[config.mk]
export PLATFORM = sky130hd
export DESIGN_NAME = psc_top
export DESIGN_NICKNAME = d
export VERILOG_FILES = /design/src/design/psc_pkg.sv /design/src/design/psc_axil.sv /design/src/design/psc_scan.sv /design/src/design/psc_top.sv
export SDC_FILE = /design/constraint.sdc
export NUM_CORES = 1
export LEC_CHECK = 0
export BUFFER_PORTS_ARGS = -buffer_cell sky130_fd_sc_hd__clkbuf_2
export CAP_MARGIN = 20
export CORE_UTILIZATION = 60
export DETAILED_ROUTE_END_ITERATION = 12
export PLACE_DENSITY = 0.81
export SYNTH_ARGS = -nofsm -noshare
export SYNTH_HDL_FRONTEND = slang
export SYNTH_SLANG_ARGS = --single-unit
export TNS_END_PERCENT = 10
[constraint.sdc]
create_clock -name clock -period 4.7 [get_ports clock]
set_input_delay 0.47 -clock clock [delete_from_list [all_inputs] [get_ports clock]]
set_output_delay 0.47 -clock clock [all_outputs]
set_load 0.05 [all_outputs]
[src/design/psc_pkg.sv]
package psc_pkg;
  // ==========================================================
  // timing
  localparam int CLK_PERIOD_NS  = 5;
  localparam int INT_PERIOD_NS  = 1900000;
  localparam int SCAN_NS        = 600000;
  localparam int STATUS_NS      = 150000;
  localparam int GROUP_NS       = 450000;
  localparam int MEM_ACCESS_NS  = 10000;
  localparam int TRIG_WIDTH_NS  = 10000;
  localparam int INT_PERIOD_CYC = INT_PERIOD_NS / CLK_PERIOD_NS;
  localparam int SCAN_CYC       = SCAN_NS / CLK_PERIOD_NS;
  localparam int STATUS_CYC     =
    (STATUS_NS + CLK_PERIOD_NS - 1) / CLK_PERIOD_NS;
  localparam int GROUP_CYC      = GROUP_NS / CLK_PERIOD_NS;
  localparam int MEM_ACCESS_CYC =
    (MEM_ACCESS_NS + CLK_PERIOD_NS - 1) / CLK_PERIOD_NS;
  localparam int TRIG_WIDTH_CYC =
    (TRIG_WIDTH_NS + CLK_PERIOD_NS - 1) / CLK_PERIOD_NS;
  // ==========================================================
  // register map (byte addresses)
  localparam logic [7:0] REG_STEP_PERIOD = 8'h00;
  localparam logic [7:0] REG_INSTR       = 8'h04;
  localparam logic [7:0] REG_MEM_ADDR    = 8'h08;
  localparam logic [7:0] REG_MEM_CMD     = 8'h0C;
  localparam logic [7:0] REG_MEM_STAT    = 8'h10;
  localparam logic [7:0] REG_PANEL       = 8'h14;
  localparam logic [7:0] REG_STEP_SW     = 8'h18;
  localparam logic [7:0] REG_RET_SW      = 8'h1C;
  localparam logic [7:0] REG_LAMPS       = 8'h20;
  // ==========================================================
  // fields and reset values
  localparam int          CMD_GO_BIT      = 0;
  localparam int          CMD_WRITE_BIT   = 1;
  localparam int          DATA_LSB        = 4;
  localparam int          BANK_SEL_LSB    = 2;
  localparam logic [31:0] STEP_PERIOD_RST = 32'h0001_0000;
  localparam logic [1:0]  RESP_OKAY       = 2'h0;
  localparam logic [1:0]  RESP_SLVERR     = 2'h2;
endpackage : psc_pkg

[src/design/psc_axil.sv]
`timescale 1ns/1ps
`default_nettype none
module psc_axil (
  // clock and reset
  input  wire logic        clock,
  input  wire logic        rst,
  // axi4-lite write
  input  wire logic [7:0]  awaddr,
  input  wire logic        awvalid,
  output logic             awready,
  input  wire logic [31:0] wdata,
  input  wire logic [3:0]  wstrb,
  input  wire logic        wvalid,
  output logic             wready,
  output logic [1:0]       bresp,
  output logic             bvalid,
  input  wire logic        bready,
  // axi4-lite read
  input  wire logic [7:0]  araddr,
  input  wire logic        arvalid,
  output logic             arready,
  output logic [31:0]      rdata,
  output logic [1:0]       rresp,
  output logic             rvalid,
  input  wire logic        rready,
  // register side
  output logic             wr_en,
  output logic [7:0]       wr_addr,
  output logic [31:0]      wr_data,
  output logic [3:0]       wr_strb,
  input  wire logic        wr_err,
  output logic [7:0]       rd_addr,
  input  wire logic [31:0] rd_data,
  input  wire logic        rd_err
);
  import psc_pkg::*;

  logic        aw_held_ff;
  logic        w_held_ff;
  logic [7:0]  aw_addr_ff;
  logic [31:0] w_data_ff;
  logic [3:0]  w_strb_ff;
  logic        aw_ok;
  logic        w_ok;

  assign awready = !aw_held_ff && !bvalid;
  assign wready  = !w_held_ff && !bvalid;
  assign aw_ok   = aw_held_ff || (awvalid && awready);
  assign w_ok    = w_held_ff || (wvalid && wready);
  assign wr_en   = aw_ok && w_ok && !bvalid;
  assign wr_addr = aw_held_ff ? aw_addr_ff : awaddr;
  assign wr_data = w_held_ff ? w_data_ff : wdata;
  assign wr_strb = w_held_ff ? w_strb_ff : wstrb;
  assign arready = !rvalid;
  assign rd_addr = araddr;

  // ==========================================================
  // write channel
  always_ff @(posedge clock) begin
    if (rst) begin
      aw_held_ff <= 1'b0;
      w_held_ff  <= 1'b0;
      aw_addr_ff <= 8'h00;
      w_data_ff  <= 32'h0000_0000;
      w_strb_ff  <= 4'h0;
      bvalid     <= 1'b0;
      bresp      <= RESP_OKAY;
    end else begin
      if (wr_en) begin
        aw_held_ff <= 1'b0;
        w_held_ff  <= 1'b0;
        bvalid     <= 1'b1;
        bresp      <= wr_err ? RESP_SLVERR : RESP_OKAY;
      end else begin
        if (awvalid && awready) begin
          aw_held_ff <= 1'b1;
          aw_addr_ff <= awaddr;
        end
        if (wvalid && wready) begin
          w_held_ff <= 1'b1;
          w_data_ff <= wdata;
          w_strb_ff <= wstrb;
        end
        if (bvalid && bready) begin
          bvalid <= 1'b0;
        end
      end
    end
  end

  // ==========================================================
  // read channel
  always_ff @(posedge clock) begin
    if (rst) begin
      rvalid <= 1'b0;
      rdata  <= 32'h0000_0000;
      rresp  <= RESP_OKAY;
    end else if (arvalid && arready) begin
      rvalid <= 1'b1;
      rdata  <= rd_data;
      rresp  <= rd_err ? RESP_SLVERR : RESP_OKAY;
    end else if (rready) begin
      rvalid <= 1'b0;
    end
  end
endmodule : psc_axil
`default_nettype wire

[src/design/psc_scan.sv]
`timescale 1ns/1ps
`default_nettype none
module psc_scan #(
  parameter int INT_CYC   = psc_pkg::INT_PERIOD_CYC,
  parameter int SCAN_CYC  = psc_pkg::SCAN_CYC,
  parameter int STAT_CYC  = psc_pkg::STATUS_CYC,
  parameter int GROUP_CYC = psc_pkg::GROUP_CYC
) (
  // clock and reset
  input  wire logic        clock,
  input  wire logic        rst,
  // panel pins
  output logic [3:0]       scan_line_outputs,
  input  wire logic [3:0]  scan_return_inputs,
  input  wire logic [3:0]  step_switch_inputs,
  output logic [3:0]       step_lamp_outputs,
  // sampled panel state
  output logic [3:0]       status_ff,
  output logic [15:0]      step_sw_ff,
  output logic [15:0]      ret_sw_ff,
  output logic [1:0]       line_idx_ff
);
  import psc_pkg::*;
  localparam int CW = $clog2(INT_CYC + 1);

  logic [CW-1:0] int_cnt_ff;
  logic [CW-1:0] seq_cnt_ff;
  logic          active_ff;
  logic          in_group_ff;
  logic          first_done_ff;
  logic          int_pulse;
  logic          nxt_group;
  logic          seq_end;

  assign int_pulse = int_cnt_ff == CW'(INT_CYC - 1);
  assign seq_end   = active_ff && seq_cnt_ff == CW'(SCAN_CYC - 1);
  assign nxt_group = active_ff && seq_cnt_ff >= CW'(STAT_CYC - 1)
                     && seq_cnt_ff < CW'(STAT_CYC + GROUP_CYC - 1);

  // ==========================================================
  // interrupt timer and scan sequence
  always_ff @(posedge clock) begin
    if (rst) begin
      int_cnt_ff <= '0;
    end else begin
      int_cnt_ff <= int_pulse ? '0 : int_cnt_ff + 1'b1;
    end
  end

  always_ff @(posedge clock) begin
    if (rst) begin
      seq_cnt_ff    <= '0;
      active_ff     <= 1'b0;
      line_idx_ff   <= 2'h0;
      first_done_ff <= 1'b0;
    end else if (int_pulse) begin
      seq_cnt_ff <= '0;
      active_ff  <= 1'b1;
    end else if (seq_end) begin
      active_ff     <= 1'b0;
      line_idx_ff   <= line_idx_ff + 2'h1;
      first_done_ff <= 1'b1;
    end else if (active_ff) begin
      seq_cnt_ff <= seq_cnt_ff + 1'b1;
    end
  end

  // ==========================================================
  // scan lines: all high for status, one low for a group
  always_ff @(posedge clock) begin
    if (rst) begin
      scan_line_outputs <= 4'hF;
      in_group_ff       <= 1'b0;
    end else begin
      in_group_ff       <= nxt_group;
      scan_line_outputs <= nxt_group ? ~(4'h1 << line_idx_ff)
                                     : 4'hF;
    end
  end

  // ==========================================================
  // sampling and lamps
  always_ff @(posedge clock) begin
    if (rst) begin
      status_ff  <= 4'h0;
      step_sw_ff <= 16'h0000;
      ret_sw_ff  <= 16'h0000;
    end else begin
      if (active_ff && seq_cnt_ff == CW'(STAT_CYC - 1)) begin
        status_ff <= scan_return_inputs;
      end
      if (in_group_ff && !nxt_group) begin
        step_sw_ff[line_idx_ff*4 +: 4] <= step_switch_inputs;
        ret_sw_ff[line_idx_ff*4 +: 4]  <= scan_return_inputs;
      end
    end
  end

  always_ff @(posedge clock) begin
    if (rst) begin
      step_lamp_outputs <= 4'h0;
    end else if (int_pulse) begin
      step_lamp_outputs <= 4'h0;
    end else if (in_group_ff && first_done_ff) begin
      step_lamp_outputs <= step_lamp_outputs | step_switch_inputs;
    end
  end
endmodule : psc_scan
`default_nettype wire

[src/design/psc_top.sv]
// Function
// - a panel scan starts on every interrupt, one each 1.9 ms.
// - each scan lasts about 600 us; the rest is left idle.
// - all four scan lines high for the first 150 us; status is sampled.
// - then one line low, advancing 0,1,2,3 on successive interrupts.
// - while a line is low, step and return inputs are sampled.
// - after the first scan, a closed step switch lights its lamp, latched until next interrupt.
// - the group reading phase lasts about 450 us.
// - each switch group is refreshed every fourth interrupt, 7.6 ms.
// - shared trigger pulses run continuously from reset, whatever state.
// - trigger pulse spacing equals the step period register, never shorter than the minimum period.
// - instrument bits share the ports, valid together with the trigger.
// - instrument phase carries one bit per voice plus an accent bit.
// - each voice gate is its instrument bit ANDed with the trigger.
// - address phase carries rhythm, step and bank numbers.
// - four 1Kx4 RAMs chosen by bank bits, decode only while enabled.
// - memory writes only while write control is low, else reads.
// - chip enable lasts 10 us; read data captured at its end, write data driven throughout.
`timescale 1ns/1ps
`default_nettype none
module psc_top #(
  parameter int INT_CYC   = psc_pkg::INT_PERIOD_CYC,
  parameter int SCAN_CYC  = psc_pkg::SCAN_CYC,
  parameter int STAT_CYC  = psc_pkg::STATUS_CYC,
  parameter int GROUP_CYC = SCAN_CYC - STAT_CYC,
  parameter int MEM_CYC   = psc_pkg::MEM_ACCESS_CYC,
  parameter int TRIG_CYC  = psc_pkg::TRIG_WIDTH_CYC
) (
  // clock and reset
  input  wire logic        clock,
  input  wire logic        rst,
  // axi4-lite write
  input  wire logic [7:0]  awaddr,
  input  wire logic        awvalid,
  output logic             awready,
  input  wire logic [31:0] wdata,
  input  wire logic [3:0]  wstrb,
  input  wire logic        wvalid,
  output logic             wready,
  output logic [1:0]       bresp,
  output logic             bvalid,
  input  wire logic        bready,
  // axi4-lite read
  input  wire logic [7:0]  araddr,
  input  wire logic        arvalid,
  output logic             arready,
  output logic [31:0]      rdata,
  output logic [1:0]       rresp,
  output logic             rvalid,
  input  wire logic        rready,
  // panel
  output logic [3:0]       scan_line_outputs,
  input  wire logic [3:0]  scan_return_inputs,
  input  wire logic [3:0]  step_switch_inputs,
  output logic [3:0]       step_lamp_outputs,
  // shared address and instrument ports
  output logic [3:0]       rhythm_port,
  output logic [3:0]       step_port,
  output logic [3:0]       bank_port,
  // pattern memory
  output logic             chip_enable_pulse_output_n,
  output logic             write_control_output_n,
  output logic [3:0]       ram_select_n,
  input  wire logic [3:0]  memory_data_port_i,
  output logic [3:0]       memory_data_port_o,
  output logic             memory_data_port_oe,
  // triggers
  output logic             trigger_output,
  output logic [10:0]      voice_gate_outputs,
  output logic             accent_gate_output
);
  import psc_pkg::*;
  localparam logic [31:0] MIN_PERIOD = 32'(TRIG_CYC + MEM_CYC + 2);
  localparam int          MW         = $clog2(MEM_CYC + 1);

  logic        wr_en;
  logic [7:0]  wr_addr;
  logic [31:0] wr_data;
  logic [3:0]  wr_strb;
  logic        wr_err;
  logic [7:0]  rd_addr;
  logic [31:0] rd_data;
  logic        rd_err;
  logic [3:0]  status_ff;
  logic [15:0] step_sw_ff;
  logic [15:0] ret_sw_ff;
  logic [1:0]  line_idx_ff;
  logic [31:0] step_period_ff;
  logic [31:0] act_period_ff;
  logic [31:0] step_cnt_ff;
  logic [11:0] inst_ff;
  logic [11:0] mem_addr_ff;
  logic [3:0]  mem_wdata_ff;
  logic        mem_write_ff;
  logic        pending_ff;
  logic        access_ff;
  logic [MW-1:0] acc_cnt_ff;
  logic [3:0]  mem_rdata_ff;
  logic        go;
  logic        window_ok;
  logic        nxt_trig;
  logic [31:0] nxt_period;

  // ==========================================================
  // register bus and panel scanner
  psc_axil u_bus (
    .clock   (clock),   .rst     (rst),
    .awaddr  (awaddr),  .awvalid (awvalid), .awready (awready),
    .wdata   (wdata),   .wstrb   (wstrb),   .wvalid  (wvalid),
    .wready  (wready),  .bresp   (bresp),   .bvalid  (bvalid),
    .bready  (bready),  .araddr  (araddr),  .arvalid (arvalid),
    .arready (arready), .rdata   (rdata),   .rresp   (rresp),
    .rvalid  (rvalid),  .rready  (rready),  .wr_en   (wr_en),
    .wr_addr (wr_addr), .wr_data (wr_data), .wr_strb (wr_strb),
    .wr_err  (wr_err),  .rd_addr (rd_addr), .rd_data (rd_data),
    .rd_err  (rd_err)
  );

  psc_scan #(
    .INT_CYC   (INT_CYC),
    .SCAN_CYC  (SCAN_CYC),
    .STAT_CYC  (STAT_CYC),
    .GROUP_CYC (GROUP_CYC)
  ) u_scan (
    .clock              (clock),
    .rst                (rst),
    .scan_line_outputs  (scan_line_outputs),
    .scan_return_inputs (scan_return_inputs),
    .step_switch_inputs (step_switch_inputs),
    .step_lamp_outputs  (step_lamp_outputs),
    .status_ff          (status_ff),
    .step_sw_ff         (step_sw_ff),
    .ret_sw_ff          (ret_sw_ff),
    .line_idx_ff        (line_idx_ff)
  );

  function automatic logic [31:0] merge(input logic [31:0] old_v,
                                        input logic [31:0] new_v,
                                        input logic [3:0]  strb);
    logic [31:0] r;
    r = old_v;
    for (int i = 0; i < 4; i++) begin
      if (strb[i]) begin
        r[i*8 +: 8] = new_v[i*8 +: 8];
      end
    end
    return r;
  endfunction : merge

  // ==========================================================
  // register writes
  always_comb begin
    unique case (wr_addr)
      REG_STEP_PERIOD, REG_INSTR, REG_MEM_ADDR, REG_MEM_CMD,
      REG_MEM_STAT, REG_PANEL, REG_STEP_SW, REG_RET_SW,
      REG_LAMPS: wr_err = 1'b0;
      default:   wr_err = 1'b1;
    endcase
  end

  assign go = wr_en && wr_addr == REG_MEM_CMD && wr_strb[0]
              && wr_data[CMD_GO_BIT] && !pending_ff && !access_ff;

  always_ff @(posedge clock) begin
    if (rst) begin
      step_period_ff <= STEP_PERIOD_RST;
      inst_ff        <= 12'h000;
      mem_addr_ff    <= 12'h000;
    end else if (wr_en) begin
      if (wr_addr == REG_STEP_PERIOD) begin
        step_period_ff <= merge(step_period_ff, wr_data, wr_strb);
      end
      if (wr_addr == REG_INSTR) begin
        inst_ff <= 12'(merge({20'h0_0000, inst_ff}, wr_data, wr_strb));
      end
      if (wr_addr == REG_MEM_ADDR) begin
        mem_addr_ff <= 12'(merge({20'h0_0000, mem_addr_ff},
                                 wr_data, wr_strb));
      end
    end
  end

  always_ff @(posedge clock) begin
    if (rst) begin
      mem_write_ff <= 1'b0;
      mem_wdata_ff <= 4'h0;
    end else if (go) begin
      mem_write_ff <= wr_data[CMD_WRITE_BIT];
      mem_wdata_ff <= wr_data[DATA_LSB +: 4];
    end
  end

  // ==========================================================
  // register reads
  always_comb begin
    rd_data = 32'h0000_0000;
    rd_err  = 1'b0;
    unique case (rd_addr)
      REG_STEP_PERIOD: rd_data = step_period_ff;
      REG_INSTR:       rd_data[11:0] = inst_ff;
      REG_MEM_ADDR:    rd_data[11:0] = mem_addr_ff;
      REG_MEM_CMD: begin
        rd_data[CMD_WRITE_BIT]  = mem_write_ff;
        rd_data[DATA_LSB +: 4]  = mem_wdata_ff;
      end
      REG_MEM_STAT: begin
        rd_data[0]             = pending_ff || access_ff;
        rd_data[DATA_LSB +: 4] = mem_rdata_ff;
      end
      REG_PANEL:   rd_data[5:0] = {line_idx_ff, status_ff};
      REG_STEP_SW: rd_data[15:0] = step_sw_ff;
      REG_RET_SW:  rd_data[15:0] = ret_sw_ff;
      REG_LAMPS:   rd_data[3:0] = step_lamp_outputs;
      default:     rd_err = 1'b1;
    endcase
  end

  // ==========================================================
  // shared trigger timebase
  assign nxt_period = step_period_ff < MIN_PERIOD ? MIN_PERIOD
                                                  : step_period_ff;
  assign nxt_trig   = step_cnt_ff < 32'(TRIG_CYC);

  always_ff @(posedge clock) begin
    if (rst) begin
      step_cnt_ff   <= 32'h0000_0000;
      act_period_ff <= MIN_PERIOD;
    end else if (step_cnt_ff >= act_period_ff - 32'h1) begin
      step_cnt_ff   <= 32'h0000_0000;
      act_period_ff <= nxt_period;
    end else begin
      step_cnt_ff <= step_cnt_ff + 32'h1;
    end
  end

  // port mux and voice gates
  always_ff @(posedge clock) begin
    if (rst) begin
      trigger_output     <= 1'b0;
      voice_gate_outputs <= 11'h000;
      accent_gate_output <= 1'b0;
      rhythm_port        <= 4'h0;
      step_port          <= 4'h0;
      bank_port          <= 4'h0;
    end else begin
      trigger_output     <= nxt_trig;
      voice_gate_outputs <= nxt_trig ? inst_ff[10:0] : 11'h000;
      accent_gate_output <= nxt_trig && inst_ff[11];
      if (nxt_trig) begin
        {step_port, bank_port, rhythm_port} <= inst_ff;
      end else begin
        bank_port   <= mem_addr_ff[11:8];
        step_port   <= mem_addr_ff[7:4];
        rhythm_port <= mem_addr_ff[3:0];
      end
    end
  end

  // ==========================================================
  // pattern memory access
  assign window_ok = step_cnt_ff >= 32'(TRIG_CYC)
                     && step_cnt_ff + 32'(MEM_CYC + 1) < act_period_ff;

  always_ff @(posedge clock) begin
    if (rst) begin
      pending_ff <= 1'b0;
      access_ff  <= 1'b0;
      acc_cnt_ff <= '0;
    end else if (pending_ff && window_ok) begin
      pending_ff <= 1'b0;
      access_ff  <= 1'b1;
      acc_cnt_ff <= '0;
    end else if (access_ff) begin
      if (acc_cnt_ff == MW'(MEM_CYC - 1)) begin
        access_ff <= 1'b0;
      end
      acc_cnt_ff <= acc_cnt_ff + 1'b1;
    end else if (go) begin
      pending_ff <= 1'b1;
    end
  end

  always_ff @(posedge clock) begin
    if (rst) begin
      mem_rdata_ff <= 4'h0;
    end else if (access_ff && !mem_write_ff
                 && acc_cnt_ff == MW'(MEM_CYC - 1)) begin
      mem_rdata_ff <= memory_data_port_i;
    end
  end

  assign chip_enable_pulse_output_n = !access_ff;
  assign write_control_output_n = !(access_ff && mem_write_ff);
  assign memory_data_port_o     = mem_wdata_ff;
  assign memory_data_port_oe    = access_ff && mem_write_ff;

  always_comb begin
    ram_select_n = 4'hF;
    if (access_ff) begin
      ram_select_n[bank_port[BANK_SEL_LSB +: 2]] = 1'b0;
    end
  end
endmodule : psc_top
`default_nettype wire

==> results of run 1 <==
logic make-up (layout without fill, tap and decap cells):
kind of cell,count (synthesis),after routing
flip-flops,336,336
other,1,3
buffers and inverters,170,288
AO/OA/AOI/OAI,310,310
XOR/XNOR,127,127
AND/OR/NAND/NOR,794,794
multiplexers,155,155
adder cells (fa/ha/maj),76,76
worst register-to-register path: cells and delay by family (launching register included):
family / cells / cell delay (ns)
DFF: 1 / 0.34
buffers and inverters: 1 / 0.32
adders and majority gates: 1 / 0.25
AOI/OAI and AO/OA: 4 / 0.91
and+or+nand+nor: 7 / 2.26
xor gates and xnor gates: 1 / 0.13
power breakdown:
| group | switching (W) | internal (W) |
|---|---|---|
| combinational | 0.000281 | 0.000125 |
| clock | 0.00118 | 0.00177 |
| sequential | 0.0000349 | 0.00289 |
| total | 0.00149 | 0.00478 |
Yosys cell counts, types with 9 or more instances:
cell      number
dfxtp_1      336
nor2_1       225
nand2_1      214
mux2i_1      135
a21oi_1      127
clkbuf_1      89
xnor2_1       85
nor3_1        78
ha_1          76
nand3_1       63
o21ai_0       61
inv_1         55
nand4_1       54
xor2_1        42
a21o_1        26
and2_1        26
a211oi_1      19
nor4_1        19
mux2_2        18
or4b_1        17
and3_1        16
or3_1         13
buf_2         11
nor2b_1       11
a211oi_2       9
and4_1         9
routing by layer:
metal / wire length (µm) / vias up / GRT usage, %
li1: - / 7121 / -
met1: 18700 / 7116 / 39.5
met2: 21500 / 562 / 52.4
met3: 3290 / 131 / 4.70
met4: 1980 / 2 / 14.7
met5: 14 / - / 0
final timing paths:
| kind | endpoint | slack, ns | cells past startpoint |
|---|---|---|---|
| min | u_bus.rvalid$_SDFFE_PP0P_ | 0.13 | 2 |
| min reg2reg | u_bus.rdata[26]$_SDFFE_PP0P_ | 0.45 | 2 |
| max | step_cnt_ff[23]$_SDFF_PP0_ | 0.36 | 14 |
| max reg2reg | step_cnt_ff[23]$_SDFF_PP0_ | 0.36 | 14 |
state kept, by name, indices dropped and copies added (netlist names), 8 cells and up:
signal              flops
voice_gate_outputs     11
acc_cnt_ff             11
u_bus.rdata            32
u_scan.step_sw_ff      16
step_cnt_ff            32
act_period_ff          32
u_scan.ret_sw_ff       16
mem_addr_ff            12
inst_ff                12
u_bus.w_data_ff        32
step_period_ff         32
u_bus.aw_addr_ff        8
u_scan.int_cnt_ff      19
u_scan.seq_cnt_ff      19
layout make-up:
| class | count | area, µm² | share of cell area (%) |
|---|---|---|---|
| inverter | 55 | 206 | 1.08 |
| tap | 378 | 473 | 2.47 |
| antenna | 1 | 2.50 | 0.0131 |
| clock buffer | 52 | 1030 | 5.39 |
| timing repair buffer | 170 | 912 | 4.77 |
| clock inverter | 11 | 213 | 1.11 |
| multi-input combinational | 1464 | 9550 | 50.0 |
| sequential | 336 | 6730 | 35.2 |
placed cells by master (no fill, tap or decap), drive strengths merged, types with 26 or more instances in the layout:
| cell type | instances |
|---|---|
| inv | 55 |
| nand2 | 214 |
| a211oi | 28 |
| xor2 | 42 |
| nand4 | 55 |
| ha | 76 |
| nor3 | 82 |
| dfxtp | 336 |
| clkbuf | 204 |
| and2 | 26 |
| a21o | 26 |
| a21oi | 127 |
| nand3 | 63 |
| o21ai | 64 |
| xnor2 | 85 |
| nor2 | 228 |
| mux2i | 135 |
through the flow:
stage	hold WS, ns	cell area, µm²	setup slack, ns	instances	total power [W]
final	0.132	19100	0.365	2467	0.00627
after global routing	0.128	19100	0.136	2467	0.00645
after CTS	0.118	19100	0.325	2465	0.00630
after detailed placement	0.446	17900	0.338	2402	0.00338
after global placement	0.438	17900	0.417	2402	0.00337
after floorplan	0.430	16900	0.950	1970	0.00325
==> out/results.ini, run 1 <==
[flow_run]
maxCapViolations = 0

[worst_setup_path]
cp.arrival_ns = 4.76
critPathLaunch = act_period_ff[6]$_SDFFE_PP0P_
r2r_start = act_period_ff[6]$_SDFFE_PP0P_
timing.critical_path.slowest_stage_cell = or4_4
critical_path_buf_inv_count = 1
required_ns = 5.13
critPathLaunchType = flop
crit_fanout = 29
cp_top_family = simple AND/OR/NAND/NOR gates
end_kind = flop
cpPeakStageDelay_ns = 0.58
critPathKind = reg -> reg
crit_path_cell_trace = or4_4 -> or4_4 -> nor3_4 -> nand2_1 -> nor3_2 -> xnor2_1 -> ha_1 -> a21o_1 -> a21o_1 -> a221o_1 -> nor3_1 -> o21ai_4 -> buf_4 -> nor3_1

[synthesis]
syn_area_um2 = 16900
synth_top_family_by_area = simple AND/OR/NAND/NOR gates
synth_top_area_share_pct = 39.7
synth_cell_types = 75
ys_ff_latch = 336
seq_area_frac_synth_pct = 39.7
synth_edf_count = 0
synth_mux_area_share_pct = 9.44
synth_adder_area_share_pct = 5.61
synth-compound-area-share_pct = 11.5
synth_xor_area_share_pct = 6.56
netlist_instances = 1969
ys_async_sr_fraction_pct = 0
avgSynthCellArea_um2 = 8.61
yosysWarnings = 0
synth_simple_gate_area_share_pct = 23.1
ys.flop_type = dfxtp_1
yosysTopAreaCell = dfxtp_1
synth_area_leaders = dfxtp_1 40%, mux2i_1 8.0%, ha_1 5.6%

[timing]
maxSlewHeadroom_pct = 29.4
rsz0062_at_grt = false
setup_viol = 0
worst_clock_skew_ns = 0.0236
timing.final.crit_share_pct = 92.2
drv_slew = 0
worstMarginPinSlew_ns = 1.06
max_freq_mhz = 231
min_period_ns = 4.34
fin_tns_setup_ns = 0
hold_viol_final = 0

[clock_tree]
postCtsHoldBufs = 0
cts_buffer_depth = 3
post_cts_buffers = 0
cts_buffers = 36
worstSkewPairLatency_ns = 0.54
clk_pin_slew_ns = 0.06
cts-root-buf = clkbuf_16
clkSinkCount = 336
post_cts_resized = 0
h-tree-depth = 2
cts_tree = built

[drt]
post-route-drc-count = 0
drt_iter0_drc = 1352
routed_wirelength_mm = 45.5
drt-vias-per-instance = 6.05
drtAntennaViolNets = 0
route.detailed.wl_per_inst_um = 18.4
first_pass_iters = 8
via_count = 14932

[finish]
final_util_pct = 68.8
area_growth_pct = 12.8
drive_above_1_share_pct = 13.3
nets = 2210
num-fill-cells = 2194

[placed_design]
io_buffers = 153
hpwl_mm = 32.2
gp_congestion = 0.990

[power_and_ir_drop]
power.leakage_nw = 7.77
ir_drop_uv = 342
powerDensity_nw_per_um2 = 328

[worst_hold_path]
hp-start = rready
min_path_type = in -> reg

[grt]
grt_first_pass_wirelength_mm = 72.7
first_global_vias = 14354
grt_antenna_before_repair = 3
overflow = 0
grt.total_usage_pct = 31.3
grt_max_degree = 128

[floorplanning]
chipHeight_um = 170
die_x_um = 170
die_area_um2 = 28900
ios = 156
start_util_pct = 61.0
placementRows = 61
core-area_um2 = 27800

[outcome]
status = complete, no violations

Power figures use the tool's default switching activity.
==> inputs of run 2 (changes only) <==
CAP_MARGIN = not set   (was 20)
CORE_ASPECT_RATIO = 1.1   (was not set)
==> out/results.ini, run 2 (synthesized netlist as in run 1, its figures left out) <==
[worst_hold_path]
min_path_type = in -> reg  ; unchanged

[timing]
maxSlewHeadroom_pct = 5.07  ; was 29.4%
rsz0062_at_grt = false  ; unchanged
timing.final.crit_share_pct = 90.2  ; was 92.2%
min_period_ns = 4.24  ; was 4.34 ns
max_freq_mhz = 236  ; was 231 MHz
worstMarginPinSlew_ns = 1.42  ; was 1.06 ns
setup_viol = 0  ; unchanged
fin_tns_setup_ns = 0  ; unchanged
worst_clock_skew_ns = 0.0257  ; was 0.0236 ns
drv_slew = 0  ; unchanged
hold_viol_final = 0  ; unchanged

[floorplanning]
chipHeight_um = 178  ; was 170 µm
die_area_um2 = 28900  ; about the same
ios = 156  ; unchanged
die_x_um = 162  ; was 170 µm
start_util_pct = 61.0  ; about the same
core-area_um2 = 27800  ; about the same
placementRows = 64  ; was 61

[worst_setup_path]
required_ns = 5.14  ; was 5.13 ns
cpPeakStageDelay_ns = 0.58  ; about the same
crit_path_cell_trace = or4_4 -> or4_4 -> nor3_4 -> nand2_1 -> nor3_2 -> xnor2_1 -> ha_1 -> a21o_1 -> a21o_1 -> a221o_1 -> nor3_1 -> o21a_1 -> buf_4 -> mux2i_1  ; was or4_4 -> or4_4 -> nor3_4 -> nand2_1 -> nor3_2 -> xnor2_1 -> ha_1 -> a21o_1 -> a21o_1 -> a221o_1 -> nor3_1 -> o21ai_4 -> buf_4 -> nor3_1
cp_top_family = simple AND/OR/NAND/NOR gates  ; unchanged
critPathLaunchType = flop  ; unchanged
critPathKind = reg -> reg  ; unchanged
cp.arrival_ns = 4.68  ; was 4.76 ns
timing.critical_path.slowest_stage_cell = or4_4  ; unchanged
end_kind = flop  ; unchanged
crit_fanout = 25  ; was 29
critical_path_buf_inv_count = 1  ; unchanged

[finish]
num-fill-cells = 2176  ; was 2,194
drive_above_1_share_pct = 13.6  ; was 13.3%
register_area_um2 = 6730  ; unchanged
final_common_cell = dfxtp_1  ; unchanged
area_growth_pct = 12.7  ; was 12.8%
layout_common_cells = 335 x dfxtp_1, 225 x nor2_1, 214 x nand2_1  ; unchanged
multiInputGateArea_um2 = 9550  ; unchanged
nets = 2208  ; was 2,210

[power_and_ir_drop]
ir_drop_uv = 296  ; was 342 µV
seqPwrFrac_pct = 46.5  ; was 46.6%
p_sw_w = 0.00151  ; was 0.00149 W
p_int_w = 0.00478  ; about the same
power.leakage_nw = 7.77  ; about the same
total_power_w = 0.00629  ; was 0.00627 W
comb_power_share_pct = 6.5  ; about the same
clock_power_share_pct = 47.0  ; was 46.9%
switching_share_pct = 23.9  ; was 23.8%
powerDensity_nw_per_um2 = 329  ; was 328 nW/µm²

[clock_tree]
h-tree-depth = 2  ; unchanged
cts_buffers = 36  ; unchanged
worstSkewPairLatency_ns = 0.53  ; was 0.54 ns
cts-root-buf = clkbuf_16  ; unchanged
clk_pin_slew_ns = 0.06  ; about the same
clkSinkCount = 336  ; unchanged
postCtsHoldBufs = 0  ; unchanged
post_cts_buffers = 0  ; unchanged
cts_buffer_depth = 3  ; unchanged
cts_tree = built  ; unchanged

[drt]
drtAntennaViolNets = 0  ; unchanged
drt_iter0_drc = 1335  ; was 1,352
first_pass_iters = 7  ; was 8
route.detailed.wl_per_inst_um = 18.4  ; about the same
routed_wirelength_mm = 45.1  ; was 45.5 mm
drt-vias-per-instance = 6.04  ; was 6.05
post-route-drc-count = 0  ; unchanged
via_count = 14788  ; was 14,932

[grt]
overflow = 0  ; unchanged
top_usage_layer = met2  ; unchanged
grt.total_usage_pct = 31.1  ; was 31.3%
use_met3_pct = 5.28  ; was 4.70%
gr-usage-met1_pct = 39.1  ; was 39.5%
first_global_vias = 14220  ; was 14,354
grt_max_degree = 166  ; was 128
met2_usage_pct = 52.8  ; was 52.4%
grt_antenna_before_repair = 1  ; was 3
grt_first_pass_wirelength_mm = 72.4  ; was 72.7 mm

[placed_design]
gp_congestion = 0.932  ; was 0.990
hpwl_mm = 32.3  ; was 32.2 mm
io_buffers = 153  ; unchanged

[flow_run]
maxCapViolations = 0  ; unchanged

[outcome]
status = complete, no violations  ; unchanged

## run 2: changes by cell type in the layout (fill, tap and decap cells not counted), sizes merged
cell	before	now
clkbuf	204	199
clkinvlp	1	4
inv	55	58
buf	18	16
clkinv	6	5
## run 2: layout make-up
cell class,count,area share (%)
antenna,1,0.0131
clock buffer,47,5.35
clock inverter,16,1.21
inverter,55,1.08
multi-input combinational,1464,50.0
sequential,336,35.2
tap,363,2.38
timing repair buffer,168,4.76
## run 2: worst paths after layout
kind / start / endpoint / slack (ns) / depth (start not counted)
worst min-delay path: rready / u_bus.rvalid$_SDFFE_PP0P_ / 0.12 / 2
worst min register to register: u_bus.rdata[17]$_SDFFE_PP0P_ / u_bus.rdata[17]$_SDFFE_PP0P_ / 0.45 / 2
worst max register to register: act_period_ff[6]$_SDFFE_PP0P_ / act_period_ff[30]$_SDFFE_PP0P_ / 0.46 / 14
worst max-delay path: act_period_ff[6]$_SDFFE_PP0P_ / act_period_ff[30]$_SDFFE_PP0P_ / 0.46 / 14
## run 2: layer usage
| layer | vias up | part of all wire [%] | wire length (µm) |
|---|---|---|---|
| met5 | - | 0 | 0 |
| li1 | 7102 | - | - |
| met1 | 7075 | 42 | 18900 |
| met3 | 105 | 6.6 | 2950 |
| met4 | 0 | 3.2 | 1420 |
| met2 | 506 | 48 | 21800 |
## run 2: worst register-to-register path, delay by kind of cell (launching register included)
family / cells / cell delay (ns)
flops: 1 / 0.35
buf+inv: 1 / 0.37
simple gates: 6 / 1.95
mux: 1 / 0.26
fa+ha+maj: 1 / 0.26
xor+xnor: 1 / 0.14
compound gates: 4 / 0.82
## run 2: through the flow
step,setup WS (ns),hold slack (ns),utilization (%),cell area (µm²),std cells
global placement,0.490,0.439,64.2,17800,2386
global route,0.163,0.116,68.7,19100,2450
CTS,0.259,0.116,68.7,19100,2449
detailed placement,0.320,0.445,64.2,17800,2386
floorplan,0.950,0.430,-,16900,1970
finish,0.461,0.124,68.7,19100,2450
## run 2: timing repair
action / 4_1_cts / 5_1_grt
endpoints found under the hold margin: 0 / 0
resized for setup: 0 / 1
endpoints found under the setup margin: 0 / 10
## run 2: power groups by stage
| stage | logic (W) | clock network [W] | registers, W |
|---|---|---|---|
| finish | 0.000410 | 0.00296 | 0.00292 |
| global route | 0.000439 | 0.00310 | 0.00293 |
| CTS | 0.000406 | 0.00298 | 0.00292 |
| detailed placement | 0.000403 | 0 | 0.00298 |
| global placement | 0.000396 | 0 | 0.00298 |
| floorplan | 0.000240 | 0 | 0.00301 |
==> inputs of run 3 (changes only) <==
CELL_PAD_IN_SITES_DETAIL_PLACEMENT = 1   (was not set)
CELL_PAD_IN_SITES_GLOBAL_PLACEMENT = 1   (was not set)
CORE_UTILIZATION = 46   (was 60)
PLACE_DENSITY = 0.82   (was 0.81)
==> out/results.ini, run 3 (synthesized netlist as in run 1, its figures left out) <==
[timing]
drv_slew = 0  ; unchanged
setup_viol = 0  ; unchanged
hold_viol_final = 0  ; unchanged
timing.final.crit_share_pct = 93.8  ; was 90.2%
rsz0062_at_grt = false  ; unchanged
max_freq_mhz = 227  ; was 236 MHz
worst_clock_skew_ns = 0.0281  ; was 0.0257 ns
min_period_ns = 4.41  ; was 4.24 ns
whs_ns = 0.0907  ; was 0.124 ns
worstMarginPinSlew_ns = 1.15  ; was 1.42 ns
maxSlewHeadroom_pct = 23.5  ; was 5.07%
fin_tns_setup_ns = 0  ; unchanged
worst_slack_ns = 0.293  ; was 0.461 ns

[drt]
via_count = 14804  ; was 14,788
post-route-drc-count = 0  ; unchanged
drt_iter0_drc = 789  ; was 1,335
drt-vias-per-instance = 5.74  ; was 6.04
route.detailed.wl_per_inst_um = 20.3  ; was 18.4 µm
routed_wirelength_mm = 52.4  ; was 45.1 mm
first_pass_iters = 7  ; unchanged
drtAntennaViolNets = 0  ; unchanged

[clock_tree]
post_cts_buffers = 0  ; unchanged
cts_tree = built  ; unchanged
worstSkewPairLatency_ns = 0.58  ; was 0.53 ns
clkSinkCount = 336  ; unchanged
cts_buffer_depth = 3  ; unchanged
cts-root-buf = clkbuf_16  ; unchanged
h-tree-depth = 2  ; unchanged
postCtsHoldBufs = 0  ; unchanged
cts_buffers = 38  ; was 36
clk_pin_slew_ns = 0.07  ; was 0.06 ns

[grt]
first_global_vias = 15524  ; was 14,220
grt_antenna_before_repair = 2  ; was 1
overflow = 0  ; unchanged
grt_first_pass_wirelength_mm = 83.3  ; was 72.4 mm
grt_max_degree = 97  ; was 166
grt.total_usage_pct = 28.1  ; was 31.1%

[placed_design]
io_buffers = 153  ; unchanged
hpwl_mm = 37.6  ; was 32.3 mm
gp_congestion = 0.886  ; was 0.932
placed_area_um2 = 18000  ; was 17,800 µm²
pre_cts_ws_ns = 0.325  ; was 0.320 ns

[finish]
final_common_cell = dfxtp_1  ; unchanged
nets = 2211  ; was 2,208
drive_above_1_share_pct = 13.6  ; about the same
final_util_pct = 53.2  ; was 68.7%
finalInstanceArea_um2 = 19200  ; was 19,100 µm²
area_growth_pct = 13.6  ; was 12.7%
layout_common_cells = 335 x dfxtp_1, 224 x nor2_1, 214 x nand2_1  ; was 335 x dfxtp_1, 225 x nor2_1, 214 x nand2_1

[power_and_ir_drop]
switching_share_pct = 24.9  ; was 23.9%
power.leakage_nw = 7.77  ; about the same
clock_power_share_pct = 47.1  ; was 47.0%
comb_power_share_pct = 6.7  ; was 6.5%
ir_drop_uv = 355  ; was 296 µV
seqPwrFrac_pct = 46.3  ; was 46.5%
powerDensity_nw_per_um2 = 328  ; was 329 nW/µm²
p_sw_w = 0.00158  ; was 0.00151 W
p_int_w = 0.00474  ; was 0.00478 W

[floorplanning]
die_x_um = 185  ; was 162 µm
placementRows = 73  ; was 64
core-area_um2 = 36200  ; was 27,800 µm²
ios = 156  ; unchanged
start_util_pct = 46.8  ; was 61.0%
die_area_um2 = 37600  ; was 28,900 µm²
chipHeight_um = 203  ; was 178 µm

[worst_setup_path]
crit_fanout = 25  ; unchanged
cpPeakStageDelay_ns = 0.59  ; was 0.58 ns
critPathLaunchType = flop  ; unchanged
critical_path_buf_inv_count = 1  ; unchanged
required_ns = 5.17  ; was 5.14 ns
timing.critical_path.slowest_stage_cell = or4_4  ; unchanged
cp_top_family = simple AND/OR/NAND/NOR gates  ; unchanged
end_kind = flop  ; unchanged
crit_path_cell_trace = or4_4 -> or4_4 -> nor3_4 -> nand2_1 -> nor3_2 -> xnor2_1 -> ha_1 -> a21o_1 -> a21o_1 -> a221o_1 -> nor3_1 -> o21a_1 -> buf_4 -> mux2i_1  ; unchanged
critPathKind = reg -> reg  ; unchanged
cp.arrival_ns = 4.88  ; was 4.68 ns

[worst_hold_path]
min_path_type = in -> reg  ; unchanged

[flow_run]
maxCapViolations = 0  ; unchanged

[outcome]
status = complete, no violations  ; unchanged

==> run 3: changes by cell type in the layout (fill, tap and decap cells not counted), moves of 2 or more <==
cell and change:
clkbuf_1 +5, bufinv_16 -3, clkbuf_16 +3, clkinv_2 +3, buf_4 +2, inv_6 -2
==> run 3: area by class of cell <==
type	count	area, µm²
repair buffers	169	905
multi-input cells	1464	9550
flip-flops and latches	336	6730
well taps	487	609
clock inverters	12	111
inverters	55	206
clock buffers	56	1130
fillers	4317	16900
diodes	2	5.00
==> run 3: metrics by stage <==
step	power (W)	instances
finish	0.00632	2581
global route	0.00651	2580
CTS	0.00636	2579
detailed placement	0.00340	2511
global placement	0.00339	2511
floorplan	0.00325	1970
==> run 3: timing repair <==
| action | CTS | global route |
|---|---|---|
| setup endpoints to repair | 0 | 13 |
| hold endpoints to repair | 0 | 0 |
| resized for setup | 0 | 1 |
==> run 3: path summary, 6_finish.rpt <==
| check | startpoint | end | slack [ns] | cells after the start |
|---|---|---|---|---|
| worst max-delay path | act_period_ff[6]$_SDFFE_PP0P_ | act_period_ff[20]$_SDFFE_PP0P_ | 0.29 | 14 |
| worst min register to register | u_bus.w_data_ff[27]$_SDFFE_PP0P_ | u_bus.w_data_ff[27]$_SDFFE_PP0P_ | 0.46 | 2 |
| worst max register to register | act_period_ff[6]$_SDFFE_PP0P_ | act_period_ff[20]$_SDFFE_PP0P_ | 0.29 | 14 |
| worst min-delay path | rready | u_bus.rvalid$_SDFFE_PP0P_ | 0.09 | 2 |
==> run 3: power groups by stage <==
stage	Combinational (W)	Clock [W]	Sequential, W
after detailed placement	0.000415	0	0.00299
after global routing	0.000450	0.00313	0.00293
after global placement	0.000403	0	0.00298
after CTS	0.000420	0.00302	0.00292
final	0.000421	0.00297	0.00292
after floorplan	0.000240	0	0.00301
==> run 3: routing by layer <==
metal	global-route usage (%)	vias up	share of wire (%)
met5	0	-	0
met4	13.1	0	4.0
met3	4.23	109	4.0
met2	48.9	315	49
met1	33.9	7267	43
li1	-	7113	-
